<file path="config.mk">
export PLATFORM = sky130hd
export DESIGN_NAME = pdb_bank
export DESIGN_NICKNAME = d
export VERILOG_FILES = /design/src/rtl/pdb_pkg.sv /design/src/rtl/pdb_gate_if.sv /design/src/rtl/pdb_bank.sv /design/src/rtl/pdb_gate.sv
export SDC_FILE = /design/constraint.sdc
export NUM_CORES = 1
export LEC_CHECK = 0
export ABC_AREA = 1
export BUFFER_PORTS_ARGS = -buffer_cell sky130_fd_sc_hd__buf_4
export CORE_MARGIN = 4
export CORE_UTILIZATION = 40
export DETAILED_ROUTE_END_ITERATION = 8
export GPL_ROUTABILITY_DRIVEN = 0
export MAX_ROUTING_LAYER = met4
export PLACE_DENSITY = 0.62
export SLEW_MARGIN = 20
export SYNTH_ARGS = -nofsm -noshare
export SYNTH_HDL_FRONTEND = slang
export SYNTH_HIERARCHICAL = 1
export SYNTH_SLANG_ARGS = --single-unit
export TNS_END_PERCENT = 100
</file>
<file path="constraint.sdc">
create_clock -name clk_i -period 2.16 [get_ports clk_i]
set_clock_uncertainty 0.2 [all_clocks]
set_input_delay 0.432 -clock clk_i [delete_from_list [all_inputs] [get_ports clk_i]]
set_output_delay 0.432 -clock clk_i [all_outputs]
set_load 0.02 [all_outputs]
</file>
<file path="src/rtl/pdb_pkg.sv">
// Constants shared by the peripheral disable bank
package pdb_pkg;

   // Register byte offsets on the AXI4-Lite bus
   localparam logic [7:0] CTRL_1_OFFSET = 8'h00;
   localparam logic [7:0] CTRL_2_OFFSET = 8'h04;
   localparam logic [7:0] CTRL_3_OFFSET = 8'h08;

   // Implemented bits of each register
   localparam logic [15:0] CTRL_1_MASK = 16'h0007;
   localparam logic [15:0] CTRL_2_MASK = 16'hFFFF;
   localparam logic [15:0] CTRL_3_MASK = 16'hF003;

   // Values after power-on reset
   localparam logic [15:0] CTRL_1_RESET = 16'h0000;
   localparam logic [15:0] CTRL_2_RESET = 16'h0000;
   localparam logic [15:0] CTRL_3_RESET = 16'h0000;

   // Field positions, first register
   localparam int CONVERTER_ONE_OFF_BIT = 0;
   localparam int CAN_ONE_OFF_BIT = 1;
   localparam int CAN_TWO_OFF_BIT = 2;
   // Second register: compare channels 1..8 in bits 0..7, capture 1..8 in bits 8..15
   localparam int COMPARE_OFF_LSB = 0;
   localparam int CAPTURE_OFF_LSB = 8;
   localparam int CHANNEL_COUNT = 8;
   // Third register
   localparam int CONVERTER_TWO_OFF_BIT = 0;
   localparam int TWOWIRE_TWO_OFF_BIT = 1;
   localparam int TIMER_OFF_LSB = 12;
   localparam int TIMER_COUNT = 4;

   // Positions in the flat per-peripheral vectors
   localparam int PERIPH_COUNT = 25;
   localparam int IDX_CONVERTER_ONE = 0;
   localparam int IDX_CAN_ONE = 1;
   localparam int IDX_CAN_TWO = 2;
   localparam int IDX_COMPARE_LSB = 3;
   localparam int IDX_CAPTURE_LSB = 11;
   localparam int IDX_CONVERTER_TWO = 19;
   localparam int IDX_TWOWIRE_TWO = 20;
   localparam int IDX_TIMER_LSB = 21;

   // Cycles from a register write to the peripheral seeing it
   localparam int TAKE_EFFECT_CYCLES = 1;

   // AXI responses
   localparam logic [1:0] RESP_OKAY = 2'b00;
   localparam logic [1:0] RESP_SLVERR = 2'b10;

endpackage
</file>
<file path="src/rtl/pdb_gate_if.sv">
// Carrier between the register bank and one peripheral gate
`timescale 1ns/1ps
interface pdb_gate_if;
   logic off_req;
   logic off_line;
   logic clk_en;
   logic acc_en;

   modport ctrl (
      output off_req,
      input off_line,
      input clk_en,
      input acc_en
   );
   modport gate (
      input off_req,
      output off_line,
      output clk_en,
      output acc_en
   );
endinterface

</file>
<file path="src/rtl/pdb_bank.sv">
// Peripheral disable register bank with AXI4-Lite slave
// Summary of operation
// - Control one bit 2 turns off CAN two
// - Control one bit 1 turns off CAN one
// - Control one bit 0 turns off converter one
// - Control two bits 15..8 turn off captures 8..1
// - Control two bits 7..0 turn off compares 8..1
// - Control three bits 15..12 turn off timers 9..6
// - Control three bits 11..2 read zero, ignore writes
// - Control three bit 1 turns off two-wire two
// - Control three bit 0 turns off converter two
// - All implemented bits read/write, zero after reset
// - Set bit stops the peripheral's clocks
// - Set bit blocks the peripheral's register access
// - Change reaches peripheral one cycle later
// - Enabled only if bit clear and present
//
// Our own choices: the placing of the registers and the AXI4-Lite interface to the registers.
`timescale 1ns/1ps
module pdb_bank #(
   parameter int ADDR_W = 8,
   parameter logic [pdb_pkg::PERIPH_COUNT-1:0] PRESENT_MASK = {pdb_pkg::PERIPH_COUNT{1'b1}}
) (
   // Clock and reset
   input wire logic clk_i,
   input wire logic nrst_i,
   // AXI4-Lite write address
   input wire logic [ADDR_W-1:0] s_axi_awaddr_i,
   input wire logic s_axi_awvalid_i,
   output logic s_axi_awready_o,
   // AXI4-Lite write data
   input wire logic [31:0] s_axi_wdata_i,
   input wire logic [3:0] s_axi_wstrb_i,
   input wire logic s_axi_wvalid_i,
   output logic s_axi_wready_o,
   // AXI4-Lite write response
   output logic [1:0] s_axi_bresp_o,
   output logic s_axi_bvalid_o,
   input wire logic s_axi_bready_i,
   // AXI4-Lite read address
   input wire logic [ADDR_W-1:0] s_axi_araddr_i,
   input wire logic s_axi_arvalid_i,
   output logic s_axi_arready_o,
   // AXI4-Lite read data
   output logic [31:0] s_axi_rdata_o,
   output logic [1:0] s_axi_rresp_o,
   output logic s_axi_rvalid_o,
   input wire logic s_axi_rready_i,
   // Per-peripheral off lines
   output logic converter_one_off_o,
   output logic can_one_off_o,
   output logic can_two_off_o,
   output logic [pdb_pkg::CHANNEL_COUNT-1:0] compare_off_o,
   output logic [pdb_pkg::CHANNEL_COUNT-1:0] capture_off_o,
   output logic converter_two_off_o,
   output logic twowire_two_off_o,
   output logic [pdb_pkg::TIMER_COUNT-1:0] timer_off_o,
   // Per-peripheral clock and register access enables
   output logic [pdb_pkg::PERIPH_COUNT-1:0] periph_clk_en_o,
   output logic [pdb_pkg::PERIPH_COUNT-1:0] periph_acc_en_o
);

   localparam int N = pdb_pkg::PERIPH_COUNT;

   typedef struct packed {
      logic [15:0] module_disable_ctrl_1;
      logic [15:0] module_disable_ctrl_2;
      logic [15:0] module_disable_ctrl_3;
      logic aw_held;
      logic [ADDR_W-1:0] aw_addr;
      logic w_held;
      logic [15:0] w_data;
      logic [1:0] w_strb;
      logic bvalid;
      logic [1:0] bresp;
      logic rvalid;
      logic [31:0] rdata;
      logic [1:0] rresp;
   } pdb_bank_state_type;

   pdb_bank_state_type state_reg;
   pdb_bank_state_type state_next;

   logic [N-1:0] off_req;
   logic [N-1:0] off_line;
   logic [N-1:0] clk_en;
   logic [N-1:0] acc_en;

   // Byte-lane merge limited to implemented bits
   function automatic logic [15:0] merge16(
      input logic [15:0] old_val,
      input logic [15:0] wr_val,
      input logic [1:0] strb,
      input logic [15:0] mask
   );
      logic [15:0] lanes;
      lanes = {{8{strb[1]}}, {8{strb[0]}}};
      merge16 = (old_val & ~(lanes & mask)) | (wr_val & lanes & mask);
   endfunction

   function automatic logic is_mapped(input logic [ADDR_W-1:0] addr);
      is_mapped = (addr[ADDR_W-1:2] == pdb_pkg::CTRL_1_OFFSET[ADDR_W-1:2])
         || (addr[ADDR_W-1:2] == pdb_pkg::CTRL_2_OFFSET[ADDR_W-1:2])
         || (addr[ADDR_W-1:2] == pdb_pkg::CTRL_3_OFFSET[ADDR_W-1:2]);
   endfunction

   // Bus handshakes: one write and one read outstanding at most
   assign s_axi_awready_o = ~state_reg.aw_held & ~state_reg.bvalid;
   assign s_axi_wready_o = ~state_reg.w_held & ~state_reg.bvalid;
   assign s_axi_arready_o = ~state_reg.rvalid;

   always_comb begin
      logic [ADDR_W-3:0] widx;
      logic [ADDR_W-3:0] ridx;
      widx = '0;
      ridx = '0;
      state_next = state_reg;

      // Retire finished responses first so a new one is never dropped
      if (state_reg.bvalid && s_axi_bready_i) begin
         state_next.bvalid = 1'b0;
      end
      if (state_reg.rvalid && s_axi_rready_i) begin
         state_next.rvalid = 1'b0;
      end

      // Address and data may arrive in either order
      if (s_axi_awvalid_i && s_axi_awready_o) begin
         state_next.aw_held = 1'b1;
         state_next.aw_addr = s_axi_awaddr_i;
      end
      if (s_axi_wvalid_i && s_axi_wready_o) begin
         state_next.w_held = 1'b1;
         state_next.w_data = s_axi_wdata_i[15:0];
         state_next.w_strb = s_axi_wstrb_i[1:0];
      end

      // Commit once both halves are in hand
      if (state_next.aw_held && state_next.w_held && !state_reg.bvalid) begin
         widx = state_next.aw_addr[ADDR_W-1:2];
         state_next.aw_held = 1'b0;
         state_next.w_held = 1'b0;
         state_next.bvalid = 1'b1;
         state_next.bresp = pdb_pkg::RESP_OKAY;
         if (widx == pdb_pkg::CTRL_1_OFFSET[ADDR_W-1:2]) begin
            state_next.module_disable_ctrl_1 = merge16(state_reg.module_disable_ctrl_1,
               state_next.w_data, state_next.w_strb, pdb_pkg::CTRL_1_MASK);
         end else if (widx == pdb_pkg::CTRL_2_OFFSET[ADDR_W-1:2]) begin
            state_next.module_disable_ctrl_2 = merge16(state_reg.module_disable_ctrl_2,
               state_next.w_data, state_next.w_strb, pdb_pkg::CTRL_2_MASK);
         end else if (widx == pdb_pkg::CTRL_3_OFFSET[ADDR_W-1:2]) begin
            // Unimplemented middle bits are masked out here
            state_next.module_disable_ctrl_3 = merge16(state_reg.module_disable_ctrl_3,
               state_next.w_data, state_next.w_strb, pdb_pkg::CTRL_3_MASK);
         end else begin
            state_next.bresp = pdb_pkg::RESP_SLVERR;
         end
      end

      // Reads answer the cycle after the address is taken
      if (s_axi_arvalid_i && s_axi_arready_o) begin
         ridx = s_axi_araddr_i[ADDR_W-1:2];
         state_next.rvalid = 1'b1;
         state_next.rresp = is_mapped(s_axi_araddr_i) ? pdb_pkg::RESP_OKAY : pdb_pkg::RESP_SLVERR;
         if (ridx == pdb_pkg::CTRL_1_OFFSET[ADDR_W-1:2]) begin
            state_next.rdata = {16'h0000, state_reg.module_disable_ctrl_1 & pdb_pkg::CTRL_1_MASK};
         end else if (ridx == pdb_pkg::CTRL_2_OFFSET[ADDR_W-1:2]) begin
            state_next.rdata = {16'h0000, state_reg.module_disable_ctrl_2 & pdb_pkg::CTRL_2_MASK};
         end else if (ridx == pdb_pkg::CTRL_3_OFFSET[ADDR_W-1:2]) begin
            state_next.rdata = {16'h0000, state_reg.module_disable_ctrl_3 & pdb_pkg::CTRL_3_MASK};
         end else begin
            state_next.rdata = 32'h0000_0000;
         end
      end
   end

   always_ff @(posedge clk_i or negedge nrst_i) begin
      if (!nrst_i) begin
         state_reg.module_disable_ctrl_1 <= pdb_pkg::CTRL_1_RESET;
         state_reg.module_disable_ctrl_2 <= pdb_pkg::CTRL_2_RESET;
         state_reg.module_disable_ctrl_3 <= pdb_pkg::CTRL_3_RESET;
         state_reg.aw_held <= 1'b0;
         state_reg.aw_addr <= '0;
         state_reg.w_held <= 1'b0;
         state_reg.w_data <= 16'h0000;
         state_reg.w_strb <= 2'b00;
         state_reg.bvalid <= 1'b0;
         state_reg.bresp <= pdb_pkg::RESP_OKAY;
         state_reg.rvalid <= 1'b0;
         state_reg.rdata <= 32'h0000_0000;
         state_reg.rresp <= pdb_pkg::RESP_OKAY;
      end else begin
         state_reg <= state_next;
      end
   end

   assign s_axi_bvalid_o = state_reg.bvalid;
   assign s_axi_bresp_o = state_reg.bresp;
   assign s_axi_rvalid_o = state_reg.rvalid;
   assign s_axi_rdata_o = state_reg.rdata;
   assign s_axi_rresp_o = state_reg.rresp;

   // Flatten the register bits into peripheral order
   always_comb begin
      off_req = '0;
      off_req[pdb_pkg::IDX_CONVERTER_ONE] = state_reg.module_disable_ctrl_1[pdb_pkg::CONVERTER_ONE_OFF_BIT];
      off_req[pdb_pkg::IDX_CAN_ONE] = state_reg.module_disable_ctrl_1[pdb_pkg::CAN_ONE_OFF_BIT];
      off_req[pdb_pkg::IDX_CAN_TWO] = state_reg.module_disable_ctrl_1[pdb_pkg::CAN_TWO_OFF_BIT];
      for (int i = 0; i < pdb_pkg::CHANNEL_COUNT; i++) begin
         off_req[pdb_pkg::IDX_COMPARE_LSB + i] =
            state_reg.module_disable_ctrl_2[pdb_pkg::COMPARE_OFF_LSB + i];
         off_req[pdb_pkg::IDX_CAPTURE_LSB + i] =
            state_reg.module_disable_ctrl_2[pdb_pkg::CAPTURE_OFF_LSB + i];
      end
      off_req[pdb_pkg::IDX_CONVERTER_TWO] = state_reg.module_disable_ctrl_3[pdb_pkg::CONVERTER_TWO_OFF_BIT];
      off_req[pdb_pkg::IDX_TWOWIRE_TWO] = state_reg.module_disable_ctrl_3[pdb_pkg::TWOWIRE_TWO_OFF_BIT];
      for (int i = 0; i < pdb_pkg::TIMER_COUNT; i++) begin
         off_req[pdb_pkg::IDX_TIMER_LSB + i] = state_reg.module_disable_ctrl_3[pdb_pkg::TIMER_OFF_LSB + i];
      end
   end

   // One gate per peripheral; enables feed an integrated clock gate downstream
   genvar g;
   generate
      for (g = 0; g < N; g++) begin : gen_gate
         pdb_gate_if link ();
         assign link.off_req = off_req[g];
         assign off_line[g] = link.off_line;
         assign clk_en[g] = link.clk_en;
         assign acc_en[g] = link.acc_en;
         pdb_gate #(
            .PRESENT(PRESENT_MASK[g]),
            .DELAY(pdb_pkg::TAKE_EFFECT_CYCLES)
         ) u_gate (
            .clk_i(clk_i),
            .nrst_i(nrst_i),
            .port_i(link.gate)
         );
      end
   endgenerate

   assign converter_one_off_o = off_line[pdb_pkg::IDX_CONVERTER_ONE];
   assign can_one_off_o = off_line[pdb_pkg::IDX_CAN_ONE];
   assign can_two_off_o = off_line[pdb_pkg::IDX_CAN_TWO];
   assign compare_off_o = off_line[pdb_pkg::IDX_COMPARE_LSB +: pdb_pkg::CHANNEL_COUNT];
   assign capture_off_o = off_line[pdb_pkg::IDX_CAPTURE_LSB +: pdb_pkg::CHANNEL_COUNT];
   assign converter_two_off_o = off_line[pdb_pkg::IDX_CONVERTER_TWO];
   assign twowire_two_off_o = off_line[pdb_pkg::IDX_TWOWIRE_TWO];
   assign timer_off_o = off_line[pdb_pkg::IDX_TIMER_LSB +: pdb_pkg::TIMER_COUNT];
   assign periph_clk_en_o = clk_en;
   assign periph_acc_en_o = acc_en;

endmodule // pdb_bank

</file>
<file path="src/rtl/pdb_gate.sv">
// One peripheral's delayed disable, clock enable and access enable
`timescale 1ns/1ps
module pdb_gate #(
   parameter bit PRESENT = 1'b1,
   parameter int DELAY = pdb_pkg::TAKE_EFFECT_CYCLES
) (
   // Clock and reset
   input wire logic clk_i,
   input wire logic nrst_i,
   // Bank side
   pdb_gate_if.gate port_i
);

   typedef struct packed {
      logic [DELAY-1:0] pipe;
      logic clk_en;
      logic acc_en;
   } pdb_gate_state_type;

   pdb_gate_state_type state_reg;
   pdb_gate_state_type state_next;

   always_comb begin
      state_next = state_reg;
      // Peripheral sees the new bit DELAY cycles after the write
      state_next.pipe = DELAY'({state_reg.pipe, port_i.off_req});
      // Absent peripherals never run, whatever the bit says
      // Enables follow the delayed bit so they never lead the off line
      state_next.clk_en = PRESENT & ~state_next.pipe[DELAY-1];
      state_next.acc_en = PRESENT & ~state_next.pipe[DELAY-1];
   end

   always_ff @(posedge clk_i or negedge nrst_i) begin
      if (!nrst_i) begin
         state_reg.pipe <= '0;
         state_reg.clk_en <= PRESENT;
         state_reg.acc_en <= PRESENT;
      end else begin
         state_reg <= state_next;
      end
   end

   assign port_i.off_line = state_reg.pipe[DELAY-1];
   assign port_i.clk_en = state_reg.clk_en;
   assign port_i.acc_en = state_reg.acc_en;

endmodule // pdb_gate

</file>
Yosys cells after proc, flatten, opt, wreduce, memory -nomap -nowiden
Index checks and enable logic that the tools add are counted.
- bits in registers: 164
- input port bits: 59
- output and inout port bits: 116
- logic and storage cells: 143
- equal/unequal tests: 4
- mux-type cells: 15
- bitwise logic cells: 43
- reduce and logical (&&, ||, !) cells: 17
- operators by type and width (kind ; count):
    bitwise AND 16 bit ; 4
    2-to-1 mux 16 bit ; 3
    2-to-1 mux 35 bit ; 1
    NOT 16 bit ; 2
    OR 16 bit ; 2
    NOT 1 bit ; 31
    2-to-1 mux 19 bit ; 1
    NOT 3 -> 16 bit ; 1
    OR 16 x 3 -> 16 bit ; 1
    equality test 6 x 1 -> 1 bit, second input constant ; 2
    equality test 6 x 2 -> 1 bit, second input constant ; 2
    zero test 6 bit ; 2
    2-to-1 mux 9 bit ; 1
    2-to-1 mux 2 bit ; 4
    logical AND 1 bit ; 7
    2-to-1 mux 1 bit ; 4
    AND reduction 4 bit ; 1
    nonzero test 2 bit ; 2
    2-to-1 mux 3 bit ; 1
    AND reduction 3 bit ; 1
    bitwise AND 1 bit ; 2
    logical OR 1 bit ; 2
    AND reduction 2 bit ; 1
    zero test 1 bit ; 1

Logic depth before layout (Yosys ltp)
Gate-level depths: netlist of the first run.
- word-level depth: 9
- depth in mapped cells: 9
- depth with buffers taken out: 9

Cells and area by module
Netlist of the first run, hierarchy kept.
- by module, submodules not included (module ; instances ; cells each ; area each (µm²) ; seq. area each (µm²)):
    pdb_bank ; 1 ; 475 ; 3922.5 ; 1776.7
    pdb_gate ; 25 ; 4 ; 62.6 ; 51.3

Worst setup path before layout of the first run
OpenSTA, ideal clock, no wires.
- path type: reg2reg
- from: register state_reg, in the netlist s_axi_bvalid_o
- to: register with a tool-made name
- setup time: 0.117 ns
- data arrival time: 1.555 ns
- data required time: 1.843 ns
- path slack: 0.288 ns
- stages on the path, launching flop included: 9
- buffers on the path: 0
- clock period less this slack: 1.872 ns
- path through: dfrtp_1 > nor2_4 > nand2_4 > nand2_2 > nand4_4 > nor2_8 > nand2_1 > nand2_1 > nand2_1
- RTL lines (item ; RTL line ; RTL):
    from (decl) ; pdb_bank.sv:81 ; pdb_bank_state_type state_reg;
    from (signal assigned) ; pdb_bank.sv:193 ; state_reg <= state_next;

Worst setup path after layout of the first run
- from: register state_reg, in the netlist s_axi_bvalid_o
- to: output port s_axi_wready_o
- word-level cells in the longest chain between the ends: 2
- ends and longest elaborated chain (item ; RTL line ; RTL):
    NOT 1 bit ; pdb_bank.sv:109 ; assign s_axi_wready_o = ~state_reg.w_held & ~state_reg.bvalid;
    bitwise AND 1 bit ; pdb_bank.sv:109 ;
    to (decl) ; pdb_bank.sv:35 ; output logic s_axi_wready_o,
Every way passes these cells.

==> results.cfg, run 1 <==
[route]
drc = 0
wl_per_cell_um = 13.6
antenna_left = 0
dr.pass1.iters = 4
vias = 3534
via_per_inst = 4.41
drtIter0Drc = 222
wl_um = 10900

[logic_synthesis]
synth_most_common_cell = nand2_1
synth_top_cell_by_area = dfrtp_1
ys_dominant_reg_cell = dfrtp_1
syn_avg_cell_area_um2 = 9.54
syn-instance-count = 575
yosys_warnings = 6
synth_area_mm2 = 0.00549
ys_types = 24
ys_seq_area_frac = 0.558
synthArstFlopShare = 1.00
synth_top_area_frac = 0.438
ys_ff_latch = 121
synth_edf_count = 0
synthTopCellsByArea = dfrtp_1 (44%), buf_4 (18%), dfstp_2 (12%)
synthTopCellsByCount = nand2_1 (148), buf_4 (133), dfrtp_1 (96)

[clock_network]
clkLatencyLatePin_ns = 0.40
cts.path.max_buffers = 2
path_clk_slew_ns = 0.05
cts-buffers-inserted = 17
cts_tree = done
clock-sinks = 121
htreeDepth = 4
root_buffer = clkbuf_16

[global_route]
use_met3 = 0.0431
grt_antenna_before_repair = 0
gr-usage-met1 = 0.182
use_met2 = 0.234
grt_max_degree = 53
overflow = 0
top_usage_layer = met2
grt_use_total = 0.149
grt_pass1_vias = 3624
grt_pass1_wl_um = 18100

[place]
dpl.cell_count = 770
pre_cts_slack_ns = 0.100
numPortBuffers = 134
dp_hpwl_um = 8080

[timing]
fin_hold_ws_ns = 0.0121
final_hold_viol_count = 0
finalCritPeriodShare = 0.955
maxSlewViolCount = 0
fmax_ghz = 0.485
setup-tns-final_ns = 0
slew_headroom = 0.595
setup_ws_ns = 0.0981
tightest_slew_ns = 0.607
period_needed_ns = 2.06
finalSetupViolations = 0
rsz0062_at_grt = false

[floorplanning]
fp.dieH_um = 125
initial_core_util = 0.411
rows = 42
dieArea_mm2 = 0.0157
core_mm2 = 0.0133
ios = 175
die_width_um = 125

[min_path]
hp-class = in2reg
worstHoldPathCells = 2

[finish]
layoutNonFillerInstCount = 802
n_antenna_cell = 0
area_growth_pct = 18.2
fin_nets = 673
drive_gt1_frac = 0.345
fill_cells = 1253

[setup_path]
crit_fanout = 17
critPathLaunchType = flip-flop
rr_startpoint = s_axi_bvalid_o
reg2reg_depth = 8
cp_slowest_stage_delay_ns = 0.45
slowest_stage = dfrtp_1
end_kind = output port
critPathRequiredTime_ns = 1.53
cp-startpoint = s_axi_bvalid_o
crit_type = reg2out
crit_end = s_axi_wready_o
arrival_ns = 1.43
cp_cell_sequence = nor2_2, buf_6, buf_4
r2r_slack_ns = 0.20

[status]
run_status = finished, final reports clean

[power_and_ir_drop]
power_per_cell_area_mw_per_mm2 = 1300
peakVddDrop_uv = 752
p_leak_nw = 3.38
power_mw = 8.42

[flow_run]
cap_violations = 0
-- routing by layer --
metal,vias up,part of all wire,routed length (µm)
li1,1712,-,-
met1,1700,0.44,4850
met2,111,0.48,5270
met3,11,0.059,639
met4,0,0.015,166
met5,-,0,0
-- logic make-up (layout without fill, tap and decap cells) --
family / after synthesis / after routing / synth area share
other: 1 / 18 / 0.000683
buffers and inverters: 195 / 229 / 0.226
AND/OR/NAND/NOR: 242 / 242 / 0.201
flip-flops: 121 / 121 / 0.558
AO/OA/AOI/OAI: 16 / 16 / 0.0146
-- layout by cell type (no fill, tap or decap), drive strengths merged --
master	n
nand2	153
buf	144
dfrtp	96
nand3	56
inv	52
dfstp	25
clkbuf	24
nor2	21
conb	18
o21ai	13
nand4	10
clkinv	5
a21oi	3
bufinv	3
nand3b	2
dlygate4sd3	1
-- worst min path at each step --
| stage | startpoint | end | slack [ns] |
|---|---|---|---|
| 2_1_floorplan | nrst_i | asynchronous set/reset pin | -0.06 |
| 3_3_place_gp | nrst_i | gen_gate[23].u_gate/port_i.off_line | 0.18 |
| 3_5_place_dp | nrst_i | gen_gate[23].u_gate/port_i.off_line | 0.19 |
| 4_1_cts | s_axi_bready_i | s_axi_bvalid_o | 0.004 |
| 5_1_grt | s_axi_rready_i | s_axi_rvalid_o | 0.02 |
| 6_report | s_axi_bready_i | s_axi_bvalid_o | 0.01 |
-- power by group --
group          internal [mW]  switching [mW]  total, mW
registers               2.88           0.303       3.18
clock network           1.99           0.923       2.91
logic                  0.826            1.50       2.33
-- repair_timing --
action | in CTS | in global routing
gates resized for setup | 0 | 3
hold buffers | 1 | 0
hold endpoints to repair | 21 | 0
buffers inserted | 0 | 0
endpoints found under the setup margin | 0 | 9
-- area by class of cell --
type | instances | area, µm² | area share
Sequential cell | 121 | 3060 | 0.472
Multi-Input combinational cell | 276 | 1260 | 0.194
Timing Repair Buffer | 145 | 1120 | 0.173
Clock buffer | 24 | 512 | 0.0789
Tap cell | 176 | 220 | 0.0340
Inverter | 53 | 199 | 0.0307
Clock inverter | 7 | 114 | 0.0176
-- through the flow --
step                 util  cell area, µm²
floorplan               -            5550
global placement    0.437            5840
detailed placement  0.437            5840
CTS                 0.485            6470
global route        0.486            6480
finish              0.486            6480
-- worst max-delay path, delay by kind of cell, from the launching register on --
family,cells,cell delay (ns)
flops,1,0.45
buf+inv,2,0.36
simple gates,1,0.20
Note: power is estimated with default switching activity, not from simulation.
==> run 2, diff against run 1 <==
- REMOVE_ABC_BUFFERS: not set -> 1
==> run 2 against run 1 <==
  * Cell count up 0.37%
  * Critical path depth unchanged
  * Final area down 0.96%
  * Setup slack better by 0.022 ns
  * Combinational power about the same
  * Total power down 4.7%
  * Sequential share of layout area up 0.46 points
  * First-iteration DRC count down 25%
  * Flip-flop and latch count unchanged
  * Core utilization down 0.47 points
==> results.cfg, run 2 (synthesis results as in run 1) <==
[finish]
drive_gt1_frac = 0.348
n_antenna_cell = 0
final_cell_mix = nand2_1 (147), buf_4 (142), dfrtp_1 (96)
layout_commonest_cell = nand2_1
fin_util = 0.481
fin_nets = 675
area_growth_pct = 17.0

[floorplanning]
initial_core_util = 0.411
core_mm2 = 0.0133
dieArea_mm2 = 0.0157
die_width_um = 125
rows = 42
ios = 175
fp.dieH_um = 125

[timing]
maxSlewViolCount = 0
finalSetupViolations = 0
period_needed_ns = 2.04
final_hold_viol_count = 0
setup_ws_ns = 0.120
finalCritPeriodShare = 0.944
fmax_ghz = 0.490
setup-tns-final_ns = 0
fin_hold_ws_ns = 0.0259
slew_headroom = 0.597
rsz0062_at_grt = false
tightest_slew_ns = 0.603

[route]
antenna_left = 0
drc = 0
wl_per_cell_um = 13.4
dr.pass1.iters = 4
vias = 3560
drtIter0Drc = 167
via_per_inst = 4.42
wl_um = 10800

[power_and_ir_drop]
p_leak_nw = 3.35
power_per_cell_area_mw_per_mm2 = 1250
peakVddDrop_uv = 622

[global_route]
top_usage_layer = met2
grt_use_total = 0.149
gr-usage-met1 = 0.178
grt_max_degree = 42
use_met2 = 0.237
overflow = 0
grt_antenna_before_repair = 0
grt_pass1_vias = 3600
use_met3 = 0.0482
grt_pass1_wl_um = 18100

[clock_network]
htreeDepth = 4
clkLatencyLatePin_ns = 0.41
root_buffer = clkbuf_16
cts-buffers-inserted = 17
cts_tree = done
clock-sinks = 121
cts_setup_buffers = 0
cts.path.max_buffers = 2
path_clk_slew_ns = 0.05

[place]
pre_cts_slack_ns = 0.0876
numPortBuffers = 134
dp_hpwl_um = 7850

[setup_path]
crit_type = reg2out
crit_fanout = 17
arrival_ns = 1.41
slowest_stage = dfrtp_1
cp_cell_sequence = nor2_4, buf_6, buf_4
end_kind = output port
critPathLaunchType = flip-flop
critPathRequiredTime_ns = 1.53
cp_slowest_stage_delay_ns = 0.46

[flow_run]
cap_violations = 0

[status]
run_status = finished, final reports clean

[min_path]
hp-class = in2reg
-- run 2: changes by cell type in the layout (fill, tap and decap cells not counted), moves of 2 or more --
cell,previous run,this run
clkbuf_8,6,4
bufinv_16,3,0
nor2_1,14,12
clkinv_2,3,8
-- run 2: cell type report --
type / count / area, µm²
inverters: 53 / 199
well taps: 176 / 220
clock buffers: 23 / 488
fillers: 1282 / 6930
clock inverters: 9 / 47.5
multi-input cells: 276 / 1270
flip-flops and latches: 121 / 3060
repair buffers: 147 / 1140
-- run 2: stage by stage --
stage                     total power, mW  instance area, µm²  std cells
after floorplan                      4.53                4510        450
after detailed placement             5.57                5840        771
after global routing                 8.52                6420        805
final                                8.03                6420        805
after global placement               5.49                5840        771
after CTS                            8.10                6400        805
-- run 2: critical path, delay by kind of cell, from the launching register on --
| family | cells | cell delay, ns |
|---|---|---|
| buffers and inverters | 2 | 0.37 |
| AND/OR/NAND/NOR | 1 | 0.15 |
| flip-flops | 1 | 0.46 |
-- run 2: final timing paths --
| kind | from | to | slack [ns] | cells after the start |
|---|---|---|---|---|
| worst max-delay path | s_axi_bvalid_o | s_axi_wready_o | 0.12 | 3 |
| worst min-delay path | s_axi_rready_i | s_axi_rvalid_o | 0.03 | 2 |
| worst max register to register | s_axi_bvalid_o | flip-flop | 0.21 | 8 |
| worst min register to register | flip-flop | gen_gate[7].u_gate/port_i.off_line | 0.23 | 0 |
| max in group asynchronous | nrst_i | gen_gate[1].u_gate/port_i.clk_en | 0.81 | 3 |
| min in group asynchronous | nrst_i | s_axi_rdata_o[4] | 0.32 | 2 |
-- run 2: metal layers --
layer | wire [µm] | vias up
li1 | - | 1721
met4 | 91 | 0
met5 | 0 | -
met1 | 4420 | 1700
met2 | 5380 | 133
met3 | 925 | 6
-- run 2: where the power goes --
part	total [mW]	switching, mW	leakage (nW)	internal (mW)
sequential	3.18	0.299	1.54	2.88
combinational	2.36	1.53	1.53	0.836
clock	2.49	0.923	0.272	1.57
-- run 2: what timing repair did --
action / in CTS / in global routing
endpoints found under the hold margin: 25 / 0
resized for setup: 0 / 6
hold buffers: 2 / 0
endpoints found under the setup margin: 0 / 10
==> run 3, diff against run 2 <==
- CORE_UTILIZATION: 40 -> 48
- PLACE_DENSITY: 0.62 -> 0.73
- clock period: 2.16 -> 2.6 ns (I/O delays scaled with it)
==> run 3 against run 2 <==
  * Clock-buffer cell count grew 2
  * Global-route usage up 2.1 points
  * Via count down 0.34%
  * Setup slack improved by 0.27 ns
  * Critical path type unchanged
  * Flip-flop and latch count stayed put
  * Highest routed layer unchanged
  * Total power fell by 13%
==> results.cfg, run 3 (synthesis results as in run 1) <==
[power_and_ir_drop]
p_sw_frac = 0.321
p_comb_frac = 0.273
switching_power_mw = 2.26
p_leak_nw = 3.35
pwr-share-clk = 0.351
seqPwrFrac = 0.376
power_per_cell_area_mw_per_mm2 = 1100
p_int_mw = 4.76
power_mw = 7.02
peakVddDrop_uv = 512

[floorplanning]
die_width_um = 115
initial_core_util = 0.497
core_mm2 = 0.0110
ios = 175
fp.dieH_um = 115
rows = 38
dieArea_mm2 = 0.0132

[clock_network]
clkLatencyLatePin_ns = 0.40
root_buffer = clkbuf_16
htreeDepth = 4
cts.path.max_buffers = 2
cts_tree = done
path_clk_slew_ns = 0.05
clock-sinks = 121
post_cts_resized = 0
cts-buffers-inserted = 17

[timing]
finalCritPeriodShare = 0.850
setup_ws_ns = 0.391
period_needed_ns = 2.21
setup-tns-final_ns = 0
maxSlewViolCount = 0
slew_headroom = 0.602
fmax_ghz = 0.453
rsz0062_at_grt = false
tightest_slew_ns = 0.596
final_hold_viol_count = 0
finalSetupViolations = 0

[setup_path]
crit_type = reg2out
reg2reg_depth = 8
rr_startpoint = s_axi_bvalid_o
crit_fanout = 17
r2r_slack_ns = 0.47
crit_top_cell = buf_4
critPathRequiredTime_ns = 1.88
cp_slowest_stage_delay_ns = 0.45
cp_cell_sequence = nor2_2, buf_4, buf_4
arrival_ns = 1.49
slowest_stage = dfrtp_1
cp-startpoint = s_axi_bvalid_o
crit_end = s_axi_wready_o
critPathLaunchType = flip-flop
end_kind = output port

[global_route]
grt_pass1_vias = 3414
grt_antenna_before_repair = 0
grt_use_total = 0.171
overflow = 0
grt_max_degree = 59
gr-usage-met1 = 0.218
use_met3 = 0.0447
top_usage_layer = met2
use_met2 = 0.266
grt_pass1_wl_um = 17000

[finish]
layout_commonest_cell = nand2_1
layoutNonFillerInstCount = 764
drive_gt1_frac = 0.337
regArea_mm2 = 0.00306
n_antenna_cell = 0
area_growth_pct = 16.6
postLayoutCellArea_mm2 = 0.00640
final_cell_mix = nand2_1 (148), buf_4 (140), dfrtp_1 (96)
fill_cells = 951
multiInputGateArea_mm2 = 0.00125
fin_nets = 670

[status]
run_status = finished, final reports clean

[place]
dpl_cell_area_mm2 = 0.00576
dp_hpwl_um = 7640
dpl.cell_count = 731
pre_cts_slack_ns = 0.343
numPortBuffers = 134

[route]
drc = 0
vias = 3548
wl_per_cell_um = 14.0
via_per_inst = 4.64
antenna_left = 0
wl_um = 10700
drtIter0Drc = 259
dr.pass1.iters = 5

[flow_run]
cap_violations = 0

[min_path]
hp-class = in2reg
-- run 3: changes by cell type in the layout (fill, tap and decap cells not counted), sizes merged --
cell / delta
bufinv: +4
clkbuf: +2
buf: -4
clkinv: -6
dlygate4sd3: -1
-- run 3: layout make-up --
cell class              instances  area share
clock buffers                  25      0.0774
clock inverters                 7      0.0215
inverters                      53      0.0311
multi-input cells             276       0.196
flip-flops and latches        121       0.478
well taps                     140      0.0274
repair buffers                142       0.169
-- run 3: stage by stage --
| stage | hold slack [ns] | utilization |
|---|---|---|
| after floorplan | 0.0244 | - |
| after global placement | 0.209 | 0.522 |
| after detailed placement | 0.212 | 0.522 |
| after CTS | 0.0774 | 0.580 |
| after global routing | 0.0913 | 0.580 |
| final | 0.0981 | 0.580 |
-- run 3: worst min-delay path by stage --
| stage | startpoint | endpoint | slack (ns) | cells past startpoint |
|---|---|---|---|---|
| after floorplan | nrst_i | asynchronous set/reset pin | 0.02 | 0 |
| after global placement | flip-flop | gen_gate[7].u_gate/port_i.off_line | 0.21 | 0 |
| after detailed placement | flip-flop | gen_gate[15].u_gate/port_i.off_line | 0.21 | 0 |
| after CTS | s_axi_bready_i | s_axi_bvalid_o | 0.08 | 2 |
| after global routing | s_axi_bready_i | s_axi_bvalid_o | 0.09 | 2 |
| final | s_axi_bready_i | s_axi_bvalid_o | 0.1 | 2 |
-- run 3: critical path, delay by kind of cell, from the launching register on --
family / cells / cell delay, ns
flip-flops: 1 / 0.45
buffers and inverters: 2 / 0.44
AND/OR/NAND/NOR: 1 / 0.18
-- run 3: power by group through the flow --
stage | Combinational, mW | Sequential, mW | Clock, mW
after floorplan | 0.801 | 2.96 | 0
after global placement | 1.88 | 2.64 | 0
after detailed placement | 1.92 | 2.67 | 0
after CTS | 1.94 | 2.64 | 2.51
after global routing | 2.09 | 2.70 | 2.61
final | 1.91 | 2.64 | 2.46
-- run 3: what timing repair did --
item | 4_1_cts | 5_1_grt
hold buffers | 1 | 0
endpoints found under the hold margin | 29 | 0
buffers inserted | 0 | 0
-- run 3: per-layer routing --
metal | vias up | routed length, µm
li1 | 1707 | -
met1 | 1695 | 4490
met2 | 141 | 5320
met3 | 5 | 852
met4 | 0 | 44
met5 | - | 0
